`src/rtl/bac_cfg.svh`:
```
// constants for the burst address counter with counter mask
`ifndef BAC_CFG_SVH
`define BAC_CFG_SVH
`define BAC_AW            16
`define BAC_CNT_RST       16'h0000
`define BAC_MASK_RST      16'hFFFF
`define BAC_OFS_CTRL      4'h0
`define BAC_OFS_COUNT     4'h4
`define BAC_OFS_MASK      4'h8
`define BAC_OFS_WRAPS     4'hC
`define BAC_CTRL_CLR_BIT  0
`define BAC_RESP_OKAY     2'h0
`define BAC_RESP_DECERR   2'h3
`endif

```
`src/rtl/bac_pkg.sv`:
```
// types for the burst address counter with counter mask
`include "bac_cfg.svh"
package bac_pkg;
	typedef logic [`BAC_AW-1:0] bac_word_t;
	typedef enum logic [1:0] {
		BAC_RB_IDLE  = 2'b00,
		BAC_RB_WAIT  = 2'b01,
		BAC_RB_DRIVE = 2'b10
	} bac_rb_e;
	typedef struct packed {
		logic counter_clear_n;
		logic mask_load_n;
		logic counter_load_n;
		logic count_step_n;
		logic counter_readout_n;
		logic mask_readout_n;
	} bac_ctl_s;
	typedef struct packed {
		bac_word_t   counter;
		bac_word_t   mask;
		logic        wrap_flag_n;
		bac_rb_e     rb_phase;
		logic        rb_mask_sel;
		bac_word_t   addr_out;
		logic        addr_oe;
		logic        data_hiz;
		logic [15:0] wraps;
		logic        sw_clear;
		logic        aw_got;
		logic        w_got;
		logic [3:0]  awaddr;
		logic [31:0] wdata;
		logic        bvalid;
		logic [1:0]  bresp;
		logic        rvalid;
		logic [31:0] rdata;
		logic [1:0]  rresp;
	} bac_state_s;
endpackage : bac_pkg

```
`src/rtl/bac_counter.sv`:
```
// burst address counter with counter mask and AXI4-Lite status port
// Notes on behaviour
// - wrap flag low one cycle on unmasked rollover
// - mask one bit lets counter bit step
// - blocked bits never change on increment
// - field at mask value wraps to zero
// - all-ones mask covers full 64K space
// - load strobes capture address lines
// - mask load beats counter load
// - mask bit0 zero steps by two
// - mask bit0 one steps by one
// - strobes sampled on rising clock edge
// - fixed priority from reset down to hold
// - master clear: counter zero, mask ones
// - counter clear leaves mask untouched
// - increment strobe low steps each edge
// - readback drives counter or mask on address
// - readback value appears two edges later
// - readback with chip enabled floats data
// - all strobes high holds counter
// - chip enables do not gate operations
// - master clear sets wrap flag high
// - mask readout alone presents mask
`timescale 1ns/10ps
module bac_counter
	import bac_pkg::*;
(
	// clock and resets
	input  wire logic        aclk,
	input  wire logic        aresetn,
	input  wire logic        master_clear_n,
	// port control strobes
	input  wire bac_ctl_s    ctl,
	input  wire logic        chip_enable_low_active,
	input  wire logic        chip_enable_high_active,
	// address lines
	input  wire bac_word_t   addr_in,
	output logic [15:0]      addr_out,
	output logic             addr_oe,
	output logic             data_hiz,
	output logic             wrap_flag_n,
	// axi4-lite slave
	input  wire logic [3:0]  s_awaddr,
	input  wire logic        s_awvalid,
	output logic             s_awready,
	input  wire logic [31:0] s_wdata,
	input  wire logic [3:0]  s_wstrb,
	input  wire logic        s_wvalid,
	output logic             s_wready,
	output logic [1:0]       s_bresp,
	output logic             s_bvalid,
	input  wire logic        s_bready,
	input  wire logic [3:0]  s_araddr,
	input  wire logic        s_arvalid,
	output logic             s_arready,
	output logic [31:0]      s_rdata,
	output logic [1:0]       s_rresp,
	output logic             s_rvalid,
	input  wire logic        s_rready
);
	bac_state_s st;
	bac_state_s next_st;

	localparam bac_state_s ST_RST = '{
		counter: `BAC_CNT_RST, mask: `BAC_MASK_RST, wrap_flag_n: 1'b1,
		rb_phase: BAC_RB_IDLE, rb_mask_sel: 1'b0, addr_out: 16'h0000,
		addr_oe: 1'b0, data_hiz: 1'b0, wraps: 16'h0000, sw_clear: 1'b0,
		aw_got: 1'b0, w_got: 1'b0, awaddr: 4'h0, wdata: 32'h00000000,
		bvalid: 1'b0, bresp: 2'h0, rvalid: 1'b0, rdata: 32'h00000000,
		rresp: 2'h0};

	// masked step: blocked bits forced to one so the carry skips them
	function automatic bac_word_t step_value(bac_word_t c, bac_word_t m);
		bac_word_t s;
		s = (c | ~m) + 16'h0001;
		return (c & ~m) | (s & m);
	endfunction : step_value

	function automatic logic at_wrap(bac_word_t c, bac_word_t m);
		return (c & m) == m;
	endfunction : at_wrap

	function automatic logic addr_ok(logic [3:0] a);
		return a == `BAC_OFS_CTRL || a == `BAC_OFS_COUNT ||
			a == `BAC_OFS_MASK || a == `BAC_OFS_WRAPS;
	endfunction : addr_ok

	logic chip_on;
	logic do_clear;
	logic do_mask;
	logic do_load;
	logic do_step;
	logic do_rb;
	logic aw_hs;
	logic w_hs;

	assign chip_on = !chip_enable_low_active && chip_enable_high_active;
	// exclusive priority chain
	assign do_clear = !ctl.counter_clear_n || st.sw_clear;
	assign do_mask  = !do_clear && !ctl.mask_load_n;
	assign do_load  = !do_clear && ctl.mask_load_n && !ctl.counter_load_n;
	assign do_step  = !do_clear && ctl.mask_load_n && ctl.counter_load_n &&
		!ctl.count_step_n;
	assign do_rb    = !do_clear && ctl.mask_load_n && ctl.counter_load_n &&
		ctl.count_step_n &&
		(!ctl.counter_readout_n || !ctl.mask_readout_n);

	assign s_awready = !st.aw_got && !st.bvalid;
	assign s_wready  = !st.w_got && !st.bvalid;
	assign s_arready = !st.rvalid;
	assign aw_hs = s_awvalid && s_awready;
	assign w_hs  = s_wvalid && s_wready;

	always_comb begin
		next_st = st;
		next_st.wrap_flag_n = 1'b1;
		next_st.sw_clear = 1'b0;
		// counter and mask, chip enables not consulted
		if (do_clear) begin
			next_st.counter = `BAC_CNT_RST;
		end else if (do_mask) begin
			next_st.mask = addr_in;
		end else if (do_load) begin
			next_st.counter = addr_in;
		end else if (do_step) begin
			next_st.counter = step_value(st.counter, st.mask);
			if (at_wrap(st.counter, st.mask)) begin
				next_st.wrap_flag_n = 1'b0;
				next_st.wraps = st.wraps + 16'h0001;
			end
		end
		// otherwise hold
		// readback: one idle cycle, then drive
		case (st.rb_phase)
			BAC_RB_IDLE: begin
				next_st.addr_oe = 1'b0;
				if (do_rb) begin
					next_st.rb_phase = BAC_RB_WAIT;
					next_st.rb_mask_sel = ctl.counter_readout_n;
				end
			end
			BAC_RB_WAIT, BAC_RB_DRIVE: begin
				next_st.addr_out = st.rb_mask_sel ? st.mask : st.counter;
				next_st.addr_oe = 1'b1;
				next_st.rb_phase = BAC_RB_DRIVE;
				if (do_rb) begin
					next_st.rb_mask_sel = ctl.counter_readout_n;
				end else if (st.rb_phase == BAC_RB_DRIVE) begin
					next_st.rb_phase = BAC_RB_IDLE;
					next_st.addr_oe = 1'b0;
				end
			end
			default: begin
				next_st.rb_phase = BAC_RB_IDLE;
				next_st.addr_oe = 1'b0;
			end
		endcase
		next_st.data_hiz = do_rb && chip_on;
		// axi write
		if (aw_hs) begin
			next_st.aw_got = 1'b1;
			next_st.awaddr = s_awaddr;
		end
		if (w_hs) begin
			next_st.w_got = 1'b1;
			next_st.wdata = s_wstrb[0] ? s_wdata : 32'h00000000;
		end
		if (st.aw_got && st.w_got && !st.bvalid) begin
			next_st.aw_got = 1'b0;
			next_st.w_got = 1'b0;
			next_st.bvalid = 1'b1;
			next_st.bresp = addr_ok(st.awaddr) ? `BAC_RESP_OKAY : `BAC_RESP_DECERR;
			if (st.awaddr == `BAC_OFS_CTRL) begin
				next_st.sw_clear = st.wdata[`BAC_CTRL_CLR_BIT];
			end
		end else if (st.bvalid && s_bready) begin
			next_st.bvalid = 1'b0;
		end
		// axi read
		if (s_arvalid && s_arready) begin
			next_st.rvalid = 1'b1;
			next_st.rresp = addr_ok(s_araddr) ? `BAC_RESP_OKAY : `BAC_RESP_DECERR;
			case (s_araddr)
				`BAC_OFS_COUNT: next_st.rdata = {16'h0000, st.counter};
				`BAC_OFS_MASK:  next_st.rdata = {16'h0000, st.mask};
				`BAC_OFS_WRAPS: next_st.rdata = {16'h0000, st.wraps};
				default:        next_st.rdata = 32'h00000000;
			endcase
		end else if (st.rvalid && s_rready) begin
			next_st.rvalid = 1'b0;
		end
	end

	// master clear acts at once, bus reset on the clock
	always_ff @(posedge aclk or negedge master_clear_n) begin
		if (!master_clear_n) begin
			st <= ST_RST;
		end else if (!aresetn) begin
			st <= ST_RST;
		end else begin
			st <= next_st;
		end
	end

	assign addr_out    = st.addr_out;
	assign addr_oe     = st.addr_oe;
	assign data_hiz    = st.data_hiz;
	assign wrap_flag_n = st.wrap_flag_n;
	assign s_bresp     = st.bresp;
	assign s_bvalid    = st.bvalid;
	assign s_rdata     = st.rdata;
	assign s_rresp     = st.rresp;
	assign s_rvalid    = st.rvalid;
endmodule : bac_counter

```
`config.mk`:
```
export PLATFORM = sky130hd
export DESIGN_NAME = bac_counter
export DESIGN_NICKNAME = d
export VERILOG_FILES = /design/src/rtl/bac_pkg.sv /design/src/rtl/bac_counter.sv
export VERILOG_INCLUDE_DIRS = /design/src /design/src/rtl
export SDC_FILE = /design/constraint.sdc
export NUM_CORES = 1
export LEC_CHECK = 0
export ABC_CLOCK_PERIOD_IN_PS = 2750
export BUFFER_PORTS_ARGS = -buffer_cell sky130_fd_sc_hd__buf_2
export CORE_MARGIN = 3
export CORE_UTILIZATION = 50
export CTS_BUF_LIST = sky130_fd_sc_hd__clkbuf_4
export DETAILED_ROUTE_END_ITERATION = 6
export MAX_ROUTING_LAYER = met4
export PLACE_DENSITY = 0.75
export SLEW_MARGIN = 0
export SYNTH_ARGS = -nofsm -noshare
export SYNTH_HDL_FRONTEND = slang
export SYNTH_SLANG_ARGS = --single-unit
export TNS_END_PERCENT = 10
```
`constraint.sdc`:
```
create_clock -name aclk -period 2.75 [get_ports aclk]
set_clock_uncertainty 0.15 [all_clocks]
set_input_delay 0.55 -clock aclk [delete_from_list [all_inputs] [get_ports aclk]]
set_output_delay 0.55 -clock aclk [all_outputs]
set_load 0.01 [all_outputs]
```
==> results of run 1 <==
## power breakdown
group | leakage, nW | total (mW) | internal [mW] | switching [mW]
Combinational | 1.28 | 0.822 | 0.320 | 0.502
Clock | 0.0628 | 0.710 | 0.198 | 0.512
Sequential | 1.29 | 1.69 | 1.59 | 0.101
## placed cells by master (no fill, tap or decap), types with 13 or more instances in the layout
cell type and instances:
conb_1 16, o21ai_0 30, nor2_1 48, mux2_2 13, nand3_1 15, buf_4 18
inv_1 14, a211oi_1 20, nand2_1 50, a22oi_1 23, dfstp_2 17, mux2i_1 31
buf_2 84, nand2b_1 17, dfrtp_1 81, a21oi_1 30, o22a_1 16
## registers in the layout, indices dropped and copies added, names as in the netlist
| name | cells |
|---|---|
| addr_out | 16 |
| s_bresp | 1 |
| st | 59 |
| data_hiz | 1 |
| addr_oe | 1 |
| wrap_flag_n | 1 |
| s_rresp | 1 |
| s_rdata | 16 |
| s_bvalid | 1 |
| s_rvalid | 1 |
## routing by layer
metal | track usage (%) | vias up | wire length (µm)
met2 | 35.9 | 168 | 6600
met4 | 7.21 | 0 | 257
li1 | - | 2212 | -
met5 | - | - | 0
met1 | 32.5 | 2383 | 6380
met3 | 3.61 | 24 | 1020
## area by class of cell
cell class                 instances  area, µm²  share of cell area [%]
clock buffer                      10       75.1                    1.24
clock inverter                     6       42.5                   0.701
inverter                          15       56.3                   0.927
sequential                        98       2470                    40.7
antenna                            1       2.50                  0.0412
multi-input combinational        418       2660                    43.8
timing repair buffer             104        586                    9.65
tap                              140        175                    2.89
## per-stage QoR
| step | hold WS, ns | std cells | utilization, % | area [µm²] |
|---|---|---|---|---|
| 6_report | 0.0681 | 792 | 55.5 | 6070 |
| 5_1_grt | 0.0559 | 791 | 55.5 | 6070 |
| 4_1_cts | 0.0483 | 791 | 55.5 | 6070 |
| 3_5_place_dp | 0.311 | 774 | 54.3 | 5940 |
| 3_3_place_gp | 0.297 | 774 | 54.3 | 5940 |
| 2_1_floorplan | 0.104 | 614 | - | 5690 |
## worst paths after layout
path                                        start                        to  depth (start not counted)
max in group asynchronous          master_clear_n       st[128]$_DFFE_PN1P_                          3
min reg2reg                    st[73]$_DFFE_PN0P_          st[76]$_DFF_PN0_                          1
max                           st[122]$_DFFE_PN1P_        st[83]$_DFFE_PN0P_                          5
min in group asynchronous          master_clear_n  addr_out[10]$_DFFE_PN0P_                          2
min                        chip_enable_low_active        data_hiz$_DFF_PN0_                          2
max reg2reg                   st[122]$_DFFE_PN1P_        st[83]$_DFFE_PN0P_                          5
## kinds of logic (layout without fill, tap and decap cells)
kind of cell / after synthesis / after routing
other cells: 1 / 17
flops: 98 / 98
simple gates: 196 / 196
buf+inv: 98 / 135
xor+xnor: 2 / 2
compound gates: 152 / 152
fa+ha+maj: 8 / 8
mux: 44 / 44
## critical path: cells and delay by family, from the launching register on
family | cells | cell delay [ns]
simple gates | 3 | 1.42
compound gates | 2 | 0.54
flops | 1 | 0.43
==> run metrics, run 1 <==
worst slew pin tran 1.05 ns; XOR/XNOR Fraction of Synth Area 0.311%; grt total ovfl 0; sequential area share after synthesis 43.9%; final hold violation count 0; Post-synth EDFFs 0; Synth Area in Adders 1.78%; Nets 730; DRT Wirelength 14.3 mm; Max FO, Critical Path 30; CTS tree built; I/O pins 136; largest net degree at the start of global routing 41; setup violators final 0; CTS buffer count 9; number of global-route vias before repair 4495; antenna-violating nets left 0; largest family of logic cells by synthesized area compound AO/OA/AOI/OAI gates; top cells by area, synth dfrtp_1 (36%), dfstp_2 (7.9%), buf_4 (6.9%); CP endpoint kind flip-flop; Area Overhead vs Synth 7.77%; CTS clock-pin slew for the worst setup and hold paths 0.17 ns; CTS max path bufs 2; Yosys reg bits 98; number of DRC markers in iteration 0 504; DR WL/cell 18.0 µm; slowest cell on the critical path or4_4; critical path type flip-flop to flip-flop; critical-path cell list nor2b_1 -> a211o_1 -> or4_4 -> or4_1 -> a21oi_1; pwr/cell area 532 mW/mm²; HPWL after DPL 10.5 mm; worst slack, placed 0.209 ns; WP data required 3.01 ns; post-synth top area cell dfrtp_1; Post-Syn Area 0.00563 mm²; CTS-repair resized insts 0; Design Power 3.23 mW; top-count cell post-synth dfrtp_1; CTS Sinks 98; Post-synth top cells dfrtp_1 (81), buf_4 (52), nand2_1 (50), nor2_1 (48), mux2i_1 (31); mux cell area share after synthesis 8.11%; First-pass DRT Iterations 5; Slew headroom 29.9%; Initial Util 51.5%; Final WS setup 0.140 ns; fillers 1023; Synth top area share 36.0%; CTS Hold Bufs 1; Leak Pwr 2.63 nW; Die Y 112 µm; root buf cell clkbuf_4; core region area 0.0109 mm²; Rows 38; Worst path max stage delay 0.71 ns; Yosys warnings 0; H-tree depth 3; Total Routing Usage GR 23.4%; Mapped Cells 599; first-pass GRT wire length 23.1 mm; vias per cell 6.04; Unique masters post-synth 55; Synth Area per Inst 9.40 µm²; Max-cap violations 0; Final min period 2.61 ns; layout cell share with drive strength beyond 1 23.3%; period utilization 94.9%; Port Buffers 85; die area 0.0126 mm²; Setup Total Neg Slack 0 ns; RSZ-0062 raised after global routing no; max frequency 0.383 GHz; drt drc 0; via count 4787; outcome finished clean; final max-slew violation count 0; Critical Path Start Type flip-flop; initial antenna violation count 0; post-synthesis async set-or-reset flop share 100%; Hold WC Path Type input pin to flip-flop; simple-gate area share of the yosys netlist 17.7%; Synth Flop Type dfrtp_1; R2R Setup Slk 0.14 ns; fraction of the mapped netlist area in compound gates 18.0%; clk_lat worst skew 0.47 ns; Die Width 112 µm; routability cong. 0.956; CP arrival 2.87 ns; Post-CTS Setup Bufs 0; Worst VDD drop 0.000337 V
(Power assumes the default switching activity.)
==> inputs of run 2 (changes only) <==
CTS_BUF_LIST = sky130_fd_sc_hd__clkbuf_4 sky130_fd_sc_hd__clkbuf_8   (was sky130_fd_sc_hd__clkbuf_4)
SETUP_SLACK_MARGIN = 0.2   (was default)
==> run 2 against run 1 <==
Effect of this change:
- sequential power hardly changed
- final cell count fell by 0.13%
- first-iteration DRC count decreased by 1.2%
- largest power group unchanged
==> run metrics, run 2 (synthesis results as in run 1) <==
final hold violation count 0; Inst Count DP 774; pwr/cell area 552 mW/mm²; Max-cap violations 0; largest net degree at the start of global routing 41; Final Instance Area 0.00612 mm²; grt total ovfl 0; layout cell share with drive strength beyond 1 23.3%; fillers 1013; Port Buffers 85; number of global-route vias before repair 4463; final max-slew violation count 0; ant diodes 0; setup violators final 0; Leak Pwr 2.66 nW; CTS max path bufs 2; antenna-violating nets left 0; DR WL/cell 18.1 µm; core region area 0.0109 mm²; Setup Total Neg Slack 0 ns; max FFs per register 59; Hold WC Path Type input pin to flip-flop; critical path type flip-flop to flip-flop; root buf cell clkbuf_8; CTS buffer count 9; Rows 38; Slew headroom 30.4%; initial antenna violation count 0; via count 4777; DRT Wirelength 14.3 mm; die area 0.0126 mm²; drt drc 0; number of DRC markers in iteration 0 498; Worst VDD drop 0.000346 V; WP data required 2.90 ns; Die Y 112 µm; CTS clock-pin slew for the worst setup and hold paths 0.10 ns; slowest cell on the critical path or4_4; Nets 730; vias per cell 6.04; CP top delay family simple AND/OR/NAND/NOR gates; period utilization 90.1%; Critical Path Start Type flip-flop; Initial Util 51.5%; Max FO, Critical Path 30; Placed Area 0.00594 mm²; outcome finished clean; critical-path cell list nor2b_1 -> a211o_1 -> or4_4 -> or4_1 -> a21oi_1; clk_lat worst skew 0.38 ns; CP endpoint kind flip-flop; Cell Count, Final, Fillers Out 791; CTS-repair resized insts 0; HPWL after DPL 10.5 mm; routability cong. 0.956; First-pass DRT Iterations 5; Worst path max stage delay 0.61 ns; Die Width 112 µm; CP arrival 2.63 ns; first-pass GRT wire length 23.1 mm; crit path buf inv count 0; leading cell type in the layout, fill and taps excluded buf_2; largest register by flop count st; commonest cells after routing, fill and taps aside buf_2 (84), dfrtp_1 (81), nand2_1 (50); worst slew pin tran 1.04 ns; H-tree depth 3; CTS tree built; max frequency 0.404 GHz; I/O pins 136; Area Overhead vs Synth 8.73%; RSZ-0062 raised after global routing yes; Final min period 2.48 ns; Total Routing Usage GR 23.4%; Design Power 3.38 mW; CTS Sinks 98
run 2: worst paths after layout:
check	from	end	cells past startpoint	slack (ns)
max reg2reg	st[122]$_DFFE_PN1P_	st[83]$_DFFE_PN0P_	5	0.27
min in group asynchronous	master_clear_n	addr_out[10]$_DFFE_PN0P_	2	0.53
max in group asynchronous	master_clear_n	st[119]$_DFFE_PN1P_	3	1.20
min reg2reg	st[73]$_DFFE_PN0P_	st[76]$_DFF_PN0_	1	0.33
max	st[122]$_DFFE_PN1P_	st[83]$_DFFE_PN0P_	5	0.27
min	chip_enable_low_active	data_hiz$_DFF_PN0_	2	0.17
run 2: layout make-up:
| cell class | instances | area, µm² | area share (%) |
|---|---|---|---|
| multi-input combinational | 418 | 2660 | 43.4 |
| clock inverter | 6 | 42.5 | 0.695 |
| timing repair buffer | 104 | 586 | 9.56 |
| clock buffer | 10 | 131 | 2.15 |
| sequential | 98 | 2470 | 40.4 |
| inverter | 15 | 56.3 | 0.919 |
| tap | 140 | 175 | 2.86 |
run 2: metal layers:
metal	vias to the layer above	GRT usage (%)	share of wire [%]
met3	24	4.04	8.0
met1	2348	32.6	44
li1	2205	-	-
met2	200	35.6	47
met5	-	-	0
met4	0	6.65	1.6
run 2: repair_timing:
action,CTS,global route
hold buffers,1,0
gates cloned,0,0
setup endpoints to repair,2,6
buffers inserted,0,0
pin swaps,1,1
endpoints found under the hold margin,28,0
run 2: power by group:
| group | internal [mW] | switching, mW |
|---|---|---|
| Sequential | 1.59 | 0.101 |
| Combinational | 0.320 | 0.502 |
| Clock | 0.341 | 0.525 |
| Total | 2.25 | 1.13 |
run 2: through the flow:
| stage | worst slack [ns] | util, % | hold slack (ns) |
|---|---|---|---|
| CTS | 0.293 | 56.0 | 0.155 |
| global route | 0.158 | 56.0 | 0.161 |
| detailed placement | 0.209 | 54.3 | 0.311 |
| floorplan | 0.418 | - | 0.104 |
| global placement | 0.261 | 54.3 | 0.297 |
| finish | 0.273 | 56.0 | 0.171 |
run 2: worst reg2reg max path: cells and delay by family (launching register included):
kind / cells / cell delay [ns]
AOI/OAI and AO/OA: 2 / 0.53
DFF: 1 / 0.41
and+or+nand+nor: 3 / 1.33
